==> src/power_mode_pkg.sv <==
package power_mode_pkg;

	// Register indices; byte address is four times the index
	localparam logic [15:0] PMC_A_INDEX = 16'hfff0;
	localparam logic [15:0] PMC_B_INDEX = 16'hfff1;

	// Reset values, writable masks and fixed-one bits
	localparam logic [7:0] PMC_A_RESET = 8'h07;
	localparam logic [7:0] PMC_B_RESET = 8'hf0;
	localparam logic [7:0] PMC_A_WMASK = 8'hfb;
	localparam logic [7:0] PMC_B_WMASK = 8'h1f;
	localparam logic [7:0] PMC_A_FIXED = 8'h04;
	localparam logic [7:0] PMC_B_FIXED = 8'he0;

	// Field layout of the first control register
	typedef struct packed {
		logic       standby_select;
		logic [2:0] settle_wait;
		logic       low_speed_select;
		logic       fixed_one;
		logic [1:0] medium_divider;
	} ctrl_a_t;

	// Field layout of the second control register
	typedef struct packed {
		logic [2:0] fixed_ones;
		logic       noise_sample_rate;
		logic       direct_transfer_enable;
		logic       medium_speed_select;
		logic [1:0] sub_clock_select;
	} ctrl_b_t;

	// Operating modes, one-hot
	typedef enum logic [8:0] {
		MODE_ACT_HIGH   = 9'h001,
		MODE_ACT_MED    = 9'h002,
		MODE_SUBACT     = 9'h004,
		MODE_SLEEP_HIGH = 9'h008,
		MODE_SLEEP_MED  = 9'h010,
		MODE_SUBSLEEP   = 9'h020,
		MODE_STANDBY    = 9'h040,
		MODE_WATCH      = 9'h080,
		MODE_SETTLE     = 9'h100
	} mode_t;

	// Settle wait codes
	localparam logic [2:0] STS_8K   = 3'h0;
	localparam logic [2:0] STS_16K  = 3'h1;
	localparam logic [2:0] STS_32K  = 3'h2;
	localparam logic [2:0] STS_64K  = 3'h3;
	localparam logic [2:0] STS_128K = 3'h4;
	localparam logic [2:0] STS_EXT  = 3'h5;
	localparam logic [2:0] STS_8    = 3'h6;
	localparam logic [2:0] STS_16   = 3'h7;

	// Short settle waits in states; one state is one clk cycle
	localparam int unsigned WAIT_STATES_EXT = 2;
	localparam int unsigned WAIT_STATES_8   = 8;
	localparam int unsigned WAIT_STATES_16  = 16;
	localparam int unsigned CYCLES_PER_STATE = 1;

	// Prescaler masks: pulse when masked prescaler bits are zero
	localparam logic [6:0] DIV16_MASK  = 7'h0f;
	localparam logic [6:0] DIV32_MASK  = 7'h1f;
	localparam logic [6:0] DIV64_MASK  = 7'h3f;
	localparam logic [6:0] DIV128_MASK = 7'h7f;
	localparam logic [6:0] DIV4_MASK   = 7'h03;

	// Medium divider codes
	localparam logic [1:0] MED_DIV16  = 2'h0;
	localparam logic [1:0] MED_DIV32  = 2'h1;
	localparam logic [1:0] MED_DIV64  = 2'h2;

	// AHB transfer type bit that marks NONSEQ/SEQ
	localparam int unsigned HTRANS_ACTIVE_BIT = 1;

endpackage

==> src/power_mode_control_regs.sv <==
`timescale 1ns/100ps
// Function
// - Standby clear: sleep/subsleep on sleep instruction
// - Standby set: standby/watch, or watch from subactive
// - Settle code picks wake wait length
// - Hold CPU during settle wait after wake
// - Low speed bit picks clock after watch
// - First register bit 2 reads one
// - Medium divider sets medium-speed clock rate
// - Second register bits 7-5 read one
// - Noise sample rate picks divide by 16/4
// - Direct transfer clear: normal power-down transitions
// - Direct transfer from high-speed active
// - Direct transfer from medium-speed active
// - Direct transfer from subactive to active
// - Wake resumes high or medium by bit
// - Reset loads 07 and f0
// - Standby only when timer watch bit clear
// - Clock restarts, supplied after settle wait
module power_mode_control_regs #(
	parameter int unsigned WAIT_STATES_8K   = 8192,
	parameter int unsigned WAIT_STATES_16K  = 16384,
	parameter int unsigned WAIT_STATES_32K  = 32768,
	parameter int unsigned WAIT_STATES_64K  = 65536,
	parameter int unsigned WAIT_STATES_128K = 131072,
	parameter int unsigned CNT_W            = 18
) (
	// Clock and reset
	input  wire logic                  clk,
	input  wire logic                  rst_n,
	// AHB-Lite slave
	input  wire logic                  hsel,
	input  wire logic [31:0]           haddr,
	input  wire logic [1:0]            htrans,
	input  wire logic                  hwrite,
	input  wire logic [2:0]            hsize,
	input  wire logic [31:0]           hwdata,
	input  wire logic                  hready,
	output logic                       hreadyout,
	output logic                       hresp,
	output logic [31:0]                hrdata,
	// CPU events and outside control
	input  wire logic                  sleep_exec,
	input  wire logic                  wake_event,
	input  wire logic                  timer_watch_select,
	// Mode and clock controls
	output power_mode_pkg::mode_t      mode_q,
	output logic                       cpu_hold,
	output logic                       osc_run,
	output logic                       cpu_clk_en,
	output logic                       noise_sample_en
);

	// Register state
	power_mode_pkg::ctrl_a_t ctrl_a_q, ctrl_a_d;   // First control register
	power_mode_pkg::ctrl_b_t ctrl_b_q, ctrl_b_d;   // Second control register
	logic                    wr_pend_q, wr_pend_d; // Write data phase pending
	logic                    wr_a_q, wr_a_d;       // Pending write hits first register
	logic                    wr_b_q, wr_b_d;       // Pending write hits second register
	logic [31:0]             rdata_q, rdata_d;     // Registered read data
	// Mode state
	power_mode_pkg::mode_t   mode_d;               // Next mode
	logic [CNT_W-1:0]        settle_q, settle_d;   // Settle wait countdown
	logic [6:0]              presc_q, presc_d;     // Oscillator prescaler
	// Decode helpers
	logic                    addr_phase;           // Valid address phase
	logic                    hit_a, hit_b;         // Address matches
	logic [6:0]              med_mask;             // Medium divider mask
	logic                    med_tick;             // Medium-speed enable tick

	// Settle wait in cycles for a code
	function automatic logic [CNT_W-1:0] settle_cycles(input logic [2:0] code);
		int unsigned states;
		states = power_mode_pkg::WAIT_STATES_16;
		unique case (code)
			power_mode_pkg::STS_8K:   states = WAIT_STATES_8K;
			power_mode_pkg::STS_16K:  states = WAIT_STATES_16K;
			power_mode_pkg::STS_32K:  states = WAIT_STATES_32K;
			power_mode_pkg::STS_64K:  states = WAIT_STATES_64K;
			power_mode_pkg::STS_128K: states = WAIT_STATES_128K;
			power_mode_pkg::STS_EXT:  states = power_mode_pkg::WAIT_STATES_EXT;
			power_mode_pkg::STS_8:    states = power_mode_pkg::WAIT_STATES_8;
			power_mode_pkg::STS_16:   states = power_mode_pkg::WAIT_STATES_16;
		endcase
		return CNT_W'(states * power_mode_pkg::CYCLES_PER_STATE);
	endfunction

	// Zero-wait slave, always OKAY
	assign hreadyout  = 1'b1;
	assign hresp      = 1'b0;
	assign hrdata     = rdata_q;
	assign addr_phase = hsel && hready && htrans[power_mode_pkg::HTRANS_ACTIVE_BIT];
	assign hit_a      = haddr == {14'h0000, power_mode_pkg::PMC_A_INDEX, 2'h0};
	assign hit_b      = haddr == {14'h0000, power_mode_pkg::PMC_B_INDEX, 2'h0};

	// Register file next state; reads see a write landing the same edge
	always_comb begin
		ctrl_a_d  = ctrl_a_q;
		ctrl_b_d  = ctrl_b_q;
		wr_pend_d = addr_phase && hwrite;
		wr_a_d    = hit_a;
		wr_b_d    = hit_b;
		rdata_d   = rdata_q;
		if (wr_pend_q && wr_a_q) begin
			// Reserved bit stays one whatever is written
			ctrl_a_d = (hwdata[7:0] & power_mode_pkg::PMC_A_WMASK) | power_mode_pkg::PMC_A_FIXED;
		end
		if (wr_pend_q && wr_b_q) begin
			ctrl_b_d = (hwdata[7:0] & power_mode_pkg::PMC_B_WMASK) | power_mode_pkg::PMC_B_FIXED;
		end
		if (addr_phase && !hwrite) begin
			// Unmapped addresses read as zero
			if (hit_a) begin
				rdata_d = {24'h000000, ctrl_a_d};
			end else if (hit_b) begin
				rdata_d = {24'h000000, ctrl_b_d};
			end else begin
				rdata_d = 32'h00000000;
			end
		end
	end

	// Register file flops
	always_ff @(posedge clk) begin
		if (!rst_n) begin
			ctrl_a_q  <= power_mode_pkg::PMC_A_RESET;
			ctrl_b_q  <= power_mode_pkg::PMC_B_RESET;
			wr_pend_q <= 1'b0;
			wr_a_q    <= 1'b0;
			wr_b_q    <= 1'b0;
			rdata_q   <= 32'h00000000;
		end else begin
			ctrl_a_q  <= ctrl_a_d;
			ctrl_b_q  <= ctrl_b_d;
			wr_pend_q <= wr_pend_d;
			wr_a_q    <= wr_a_d;
			wr_b_q    <= wr_b_d;
			rdata_q   <= rdata_d;
		end
	end

	// Mode sequencer next state
	always_comb begin
		mode_d   = mode_q;
		settle_d = settle_q;
		unique case (mode_q)
			power_mode_pkg::MODE_ACT_HIGH, power_mode_pkg::MODE_ACT_MED: begin
				if (sleep_exec) begin
					if (ctrl_b_q.direct_transfer_enable && !ctrl_a_q.standby_select
						&& !ctrl_a_q.low_speed_select) begin
						// Direct swap between high and medium speed
						mode_d = ctrl_b_q.medium_speed_select ? power_mode_pkg::MODE_ACT_MED
							: power_mode_pkg::MODE_ACT_HIGH;
					end else if (ctrl_b_q.direct_transfer_enable && ctrl_a_q.standby_select
						&& timer_watch_select && ctrl_a_q.low_speed_select) begin
						mode_d = power_mode_pkg::MODE_SUBACT;
					end else if (!ctrl_a_q.standby_select) begin
						mode_d = ctrl_b_q.medium_speed_select ? power_mode_pkg::MODE_SLEEP_MED
							: power_mode_pkg::MODE_SLEEP_HIGH;
					end else if (!ctrl_a_q.low_speed_select && !timer_watch_select) begin
						mode_d = power_mode_pkg::MODE_STANDBY;
					end else begin
						mode_d = power_mode_pkg::MODE_WATCH;
					end
				end
			end
			power_mode_pkg::MODE_SUBACT: begin
				if (sleep_exec) begin
					if (ctrl_b_q.direct_transfer_enable && ctrl_a_q.standby_select
						&& timer_watch_select && !ctrl_a_q.low_speed_select) begin
						mode_d = ctrl_b_q.medium_speed_select ? power_mode_pkg::MODE_ACT_MED
							: power_mode_pkg::MODE_ACT_HIGH;
					end else if (!ctrl_a_q.standby_select) begin
						mode_d = power_mode_pkg::MODE_SUBSLEEP;
					end else begin
						mode_d = power_mode_pkg::MODE_WATCH;
					end
				end
			end
			power_mode_pkg::MODE_SLEEP_HIGH, power_mode_pkg::MODE_SLEEP_MED: begin
				if (wake_event) begin
					mode_d = ctrl_b_q.medium_speed_select ? power_mode_pkg::MODE_ACT_MED
						: power_mode_pkg::MODE_ACT_HIGH;
				end
			end
			power_mode_pkg::MODE_SUBSLEEP: begin
				if (wake_event) begin
					mode_d = power_mode_pkg::MODE_SUBACT;
				end
			end
			power_mode_pkg::MODE_STANDBY, power_mode_pkg::MODE_WATCH: begin
				if (wake_event) begin
					if (mode_q == power_mode_pkg::MODE_WATCH && ctrl_a_q.low_speed_select) begin
						// Subclock keeps running in watch, so no oscillator wait
						mode_d = power_mode_pkg::MODE_SUBACT;
					end else begin
						mode_d   = power_mode_pkg::MODE_SETTLE;
						settle_d = settle_cycles(ctrl_a_q.settle_wait);
					end
				end
			end
			power_mode_pkg::MODE_SETTLE: begin
				settle_d = settle_q - CNT_W'(1);
				if (settle_q == CNT_W'(1)) begin
					mode_d = ctrl_b_q.medium_speed_select ? power_mode_pkg::MODE_ACT_MED
						: power_mode_pkg::MODE_ACT_HIGH;
				end
			end
			default: begin
				// Corrupt one-hot code recovers to the reset mode
				mode_d = power_mode_pkg::MODE_ACT_HIGH;
			end
		endcase
	end

	// Mode sequencer flops
	always_ff @(posedge clk) begin
		if (!rst_n) begin
			mode_q   <= power_mode_pkg::MODE_ACT_HIGH;
			settle_q <= '0;
		end else begin
			mode_q   <= mode_d;
			settle_q <= settle_d;
		end
	end

	// Prescaler next value; free running while the oscillator runs
	always_comb begin
		presc_d = osc_run ? presc_q + 7'h01 : presc_q;
	end

	// Prescaler flop
	always_ff @(posedge clk) begin
		if (!rst_n) begin
			presc_q <= 7'h00;
		end else begin
			presc_q <= presc_d;
		end
	end

	// Medium-speed divider selection
	always_comb begin
		unique case (ctrl_a_q.medium_divider)
			power_mode_pkg::MED_DIV16: med_mask = power_mode_pkg::DIV16_MASK;
			power_mode_pkg::MED_DIV32: med_mask = power_mode_pkg::DIV32_MASK;
			power_mode_pkg::MED_DIV64: med_mask = power_mode_pkg::DIV64_MASK;
			default:                   med_mask = power_mode_pkg::DIV128_MASK;
		endcase
	end

	// Clock and hold controls
	assign med_tick = (presc_q & med_mask) == 7'h00;
	assign osc_run  = !(mode_q inside {power_mode_pkg::MODE_STANDBY, power_mode_pkg::MODE_WATCH});
	// CPU held in every non-active mode and through the settle wait
	assign cpu_hold = !(mode_q inside {power_mode_pkg::MODE_ACT_HIGH,
		power_mode_pkg::MODE_ACT_MED, power_mode_pkg::MODE_SUBACT});
	assign cpu_clk_en = (mode_q inside {power_mode_pkg::MODE_ACT_MED,
		power_mode_pkg::MODE_SLEEP_MED}) ? med_tick
		: (mode_q inside {power_mode_pkg::MODE_ACT_HIGH,
		power_mode_pkg::MODE_SLEEP_HIGH});
	// Noise filter sampling strobe
	assign noise_sample_en = osc_run && ((presc_q & (ctrl_b_q.noise_sample_rate
		? power_mode_pkg::DIV4_MASK : power_mode_pkg::DIV16_MASK)) == 7'h00);
endmodule

==> config.mk <==
export PLATFORM = sky130hd
export DESIGN_NAME = power_mode_control_regs
export DESIGN_NICKNAME = d
export VERILOG_FILES = /design/src/power_mode_pkg.sv /design/src/power_mode_control_regs.sv
export SDC_FILE = /design/constraint.sdc
export NUM_CORES = 1
export LEC_CHECK = 0
export BUFFER_PORTS_ARGS = -buffer_cell sky130_fd_sc_hd__clkbuf_2
export CAP_MARGIN = 20
export CORE_MARGIN = 1
export CORE_UTILIZATION = 42
export CTS_BUF_LIST = sky130_fd_sc_hd__clkbuf_16
export CTS_CLUSTER_DIAMETER = 80
export DETAILED_ROUTE_END_ITERATION = 10
export PLACE_DENSITY = 0.68
export SYNTH_ARGS = -nofsm -noshare
export SYNTH_HDL_FRONTEND = slang
export SYNTH_SLANG_ARGS = --single-unit
==> constraint.sdc <==
create_clock -name clk -period 3.76 [get_ports clk]
set_input_delay 0.376 -clock clk [delete_from_list [all_inputs] [get_ports clk]]
set_output_delay 0.376 -clock clk [all_outputs]
set_load 0.05 [all_outputs]
-- Word-level counts from Yosys, hierarchy flattened
Memory sizes are Yosys's and may differ from the RTL's. A register that Yosys moved wholly into a read port is not among the register bits.
Index checks and enable logic that the tools add are counted.
Widths: inputs -> output; s select.
- ROM bits: 64
- logic and storage cells: 104
- register bits after elaboration: 85
- output and inout port bits: 47
- memories kept: 1
- bits of input ports: 77
- equal/unequal tests: 21
- bitwise logic cells: 2
- multiplexer cells: 27
- reduce and logical (&&, ||, !) cells: 34
- $add $sub $neg: 2
- memories (name ; words ; width ; rd ports ; clocked after Yosys merged registers in ; wr ports ; line ; RTL):
    (name not given) ; 8 ; 8 ; 1 ; 1 ; 0 ; power_mode_control_regs.sv:75 ; unique case (code)
- operator list (kind ; number):
    $mux 8 ; 10
    $eq 32x18->1 const B ; 2
    $mux 9 ; 7
    $pmux 9 s6 ; 1
    $mux 18 ; 2
    $pmux 18 s2 ; 1
    $pmux 7 s3 ; 1
    $eq 18x1->1 const B ; 1
    $sub 18x1->18 const B ; 1
    $logic_and 1x1->1 ; 15
    $logic_not 7->1 ; 2
    $ne 2x2->1 const B ; 7
    $eq 9x1->1 const B ; 1
    $eq 9x2->1 const B ; 1
    $eq 9x3->1 const B ; 1
    $eq 9x4->1 const B ; 1
    $eq 9x5->1 const B ; 1
    $eq 9x6->1 const B ; 1
    $eq 9x7->1 const B ; 1
    $eq 9x8->1 const B ; 1
    $eq 9x9->1 const B ; 1
    $reduce_bool 2->1 ; 4
    $add 7x1->7 const B ; 1
    $and 7x4->7 ; 1
    14 further kinds ; 21

-- Depth between registers and ports, before layout
- depth after elaboration: 8
- depth in mapped cells: 9
- depth with buffers taken out: 7

-- Least setup slack after synthesis
No wires, ideal clock.
- path type: reg2reg
- from: register mode_q[3]
- to: register mode_q[0]
- stages on the path, launching flop included: 8
- path buffers: 2
- setup slack: 0.857 ns
- required time: 3.621 ns
- setup time: 0.139 ns
- arrival: 2.764 ns
- clock period less this slack: 2.903 ns
- path through: dfxtp_1 -> clkbuf_1 -> nor4_2 -> o2111ai_1 -> o221a_4 -> buf_6 -> nor3b_1 -> a41oi_1
- cells in the longest elaborated chain, start to end: 4
- elaborated cells between the ends (all ways): 20
- those cells by class: 15 x eq/ne; 1 x mux; 4 x reduce/logical
- RTL lines (element ; line ; RTL):
    start, declared ; power_mode_control_regs.sv:47 ; output power_mode_pkg::mode_t mode_q,
    start signal, assigned ; power_mode_control_regs.sv:219 ; mode_q <= power_mode_pkg::MODE_ACT_HIGH;
    start signal, assigned ; power_mode_control_regs.sv:222 ; mode_q <= mode_d;
    $eq 9x5->1 (tied with other cells) ; power_mode_control_regs.sv:146 ; unique case (mode_q)
    $reduce_or 2->1 ; power_mode_control_regs.sv:146 ;
    $ne 2x2->1 (no source line) ; - ;
    $reduce_and 6->1 (no source line) ; - ;
Several ways; a longest one is shown, not always the timed one.
A chain may end at the register's enable or synchronous reset.

-- Worst setup path after layout
- from: register mode_q[1]
- to: output cpu_clk_en
- cells in the longest elaborated chain, start to end: 3
- elaborated cells between the ends (all ways): 7
- those cells by class: 4 x eq/ne; 1 x mux; 2 x reduce/logical
- RTL lines (element ; line ; RTL):
    $eq 9x1->1 (tied with other cells) ; power_mode_control_regs.sv:259 ; : (mode_q inside {power_mode_pkg::MODE_ACT_HIGH,
    $reduce_bool 2->1, on equally long branches ; power_mode_control_regs.sv:259, power_mode_control_regs.sv:257 ;
    $mux 1 * ; power_mode_control_regs.sv:258 ; power_mode_pkg::MODE_SLEEP_MED}) ? med_tick
    end, declared ; power_mode_control_regs.sv:50 ; output logic cpu_clk_en,
Every way passes the cells marked *; elsewhere a longest branch is shown, timed or not.

==> results.ini <==
[grt]
antenna_found_initial=0
grt_pass1_wl_um=13500
grt_usage=0.190
grt_pass1_vias=2939
grt_max_degree=56
grt_overflow=0

[floorplanning]
die_h_um=95.7
ios=124
die_area_sq_um=9160
die_x_um=95.7
core_sq_um=8340
start_util=0.442
rows=33

[worst_setup_path]
endpoint_kind=primary output
critical_path.top_delay_family=simple AND/OR/NAND/NOR gates
critPathKind=register to primary output
crit_chain=or3_1 > nor4_1 > a21oi_1 > a41oi_1 > o21a_1 > clkbuf_2
cpPeakStageDelay_ns=0.50
startpoint_type=register
crit_slowest_cell=nor4_1
required_ns=3.38
path_buf_inv=1
critical_path_peak_fanout=14
cp_data_arrival_time_ns=2.39

[placed_design]
dp.cells=586
io_buffers=69
gp_congestion=0.800
hpwl_um=5780

[yosys]
syn_area_sq_um=3690
ys_types=53
async_reset_ff_frac=0
yosys_warnings=0
synth-edff-count=0
synth_ff_type=dfxtp_1
syn_area_per_cell_sq_um=8.35
yosysSeqAreaShare=0.374
synth_cells=442
ys_ff_latch=69

[flow_run]
maxCapViolations=0

[pwr]
ir_drop_mv=0.212
power_density_nw_per_um2=481
p_leak_nw=1.77

[timing]
slew-limit-headroom=0.382
worst_pin_slew_ns=0.927
min_period_over_period=0.735
finalCriticalPeriod_ns=2.76
setup_tns_ns=0
drv_slew=0
hold_viol=0
max_freq_mhz=362
clock_skew_ns=0.00505
rsz0062_at_grt=false
finalSetupViolCount=0

[clocking]
hold_buffers=0
cts.sinks=69
cts_made_buffers=9
insertion_delay_ns=0.33
tritoncts=built
postCtsSetupRepairBufs=0
cts_max_path_buffers=2
htreeDepth=3
cts_root_buffer=clkbuf_16
ctsResizeCount=0
clk_pin_slew_worst_paths_ns=0.06

[final_layout]
final_cell_mix=dfxtp_1 (69), clkbuf_2 (69), nand2_1 (47)
drive_above_1_share=0.195
final_cells=602
fillers=830
syn_to_final_growth_pct=14.7
insertedDiodeCount=0
register_area_sq_um=1380
multi_input_area_sq_um=2050
fin_nets=573

[drt]
post_drt_wl_per_cell_um=13.2
ant_nets=0
first_pass_iters=4
wl_um=7960
routed_via_density=5.22
via_count=3145
drc_errors=0
drtIter0Drc=108

[status]
status=complete, no violations

[min_path]
hold_path_class=input port to register

-- where the power goes --
group / internal, mW / switching (mW) / leakage (nW)
registers: 0.745 / 0.0356 / 0.557
logic: 0.132 / 0.304 / 1.07
clock network: 0.509 / 0.310 / 0.141
total: 1.39 / 0.649 / 1.77
-- Yosys cell counts, drive strengths merged (4+ instances only) --
| cell type | number | area (sq um) |
|---|---|---|
| nor2 | 35 | 131 |
| or3 | 7 | 43.8 |
| clkbuf | 23 | 86.3 |
| nor3 | 17 | 90.1 |
| nor4 | 10 | 68.8 |
| nand2 | 47 | 176 |
| nor3b | 4 | 30.0 |
| and2 | 16 | 100 |
| xnor2 | 18 | 158 |
| nand3b | 5 | 37.5 |
| nor2b | 10 | 62.6 |
| inv | 8 | 30.0 |
| ha | 4 | 50.1 |
| nand4 | 7 | 43.8 |
| dfxtp | 69 | 1380 |
| mux2i | 8 | 80.1 |
| and3 | 5 | 31.3 |
| a21boi | 14 | 113 |
| or4 | 5 | 41.3 |
| o21ai | 22 | 110 |
| o41ai | 4 | 35.0 |
| nand2b | 5 | 31.3 |
| xor2 | 6 | 52.6 |
| a22oi | 5 | 37.5 |
| buf | 31 | 229 |
| nand3 | 11 | 55.1 |
| a21oi | 8 | 40.0 |
-- final timing paths --
| kind | start | endpoint | slack, ns | cells after the start |
|---|---|---|---|---|
| worst min-delay path | hwrite | wr_pend_q | 0.26 | 3 |
| worst max register to register | mode_q[3] | settle_q[6] | 1.20 | 6 |
| worst max-delay path | mode_q[1] | cpu_clk_en | 1.0 | 6 |
| worst min register to register | ctrl_b_q[6] | ctrl_b_q[6] | 0.44 | 1 |
-- metal layers --
metal / up-vias / part of all wire / track usage
li1: 1595 / - / -
met1: 1477 / 0.47 / 0.239
met2: 67 / 0.49 / 0.313
met3: 6 / 0.025 / 0.0403
met4: 0 / 0.0090 / 0.0796
met5: - / 0 / 0
-- layout make-up --
class | count | share of cell area
Clock buffer | 9 | 0.0532
Clock inverter | 7 | 0.0157
Multi-Input combinational cell | 335 | 0.485
Inverter | 8 | 0.00710
Tap cell | 105 | 0.0310
Sequential cell | 69 | 0.326
Timing Repair Buffer | 69 | 0.0816
-- per-stage QoR --
stage | instance area (sq um) | total power [mW] | setup slack, ns | util | hold WS, ns
final | 4230 | 2.04 | 0.997 | 0.507 | 0.265
after global placement | 3940 | 1.22 | 1.29 | 0.472 | 0.424
after CTS | 4230 | 2.05 | 0.997 | 0.507 | 0.253
after detailed placement | 3940 | 1.23 | 1.21 | 0.472 | 0.428
after floorplan | 3780 | 1.17 | 0.857 | - | 0.409
after global routing | 4230 | 2.13 | 0.755 | 0.507 | 0.268
-- kinds of logic (layout without fill, tap and decap cells) --
family | after synthesis | count (layout) | share of synthesized area
AND/OR/NAND/NOR | 194 | 194 | 0.279
AO/OA/AOI/OAI | 76 | 76 | 0.150
flip-flops | 69 | 69 | 0.374
XOR/XNOR | 24 | 24 | 0.0570
adder cells (fa/ha/maj) | 4 | 4 | 0.0136
other | 2 | 26 | 0.00204
multiplexers | 11 | 11 | 0.0309
buffers and inverters | 62 | 93 | 0.0936
-- worst reg2reg max path: stages (launching register included) --
cell and delay [ns]:
dfxtp_1 0.41, nor4_2 0.64, o2111a_1 0.52, nor2_1 0.29, nor4_1 0.36, xnor2_1 0.17, nor2_1 0.05
(Power assumes the default switching activity.)
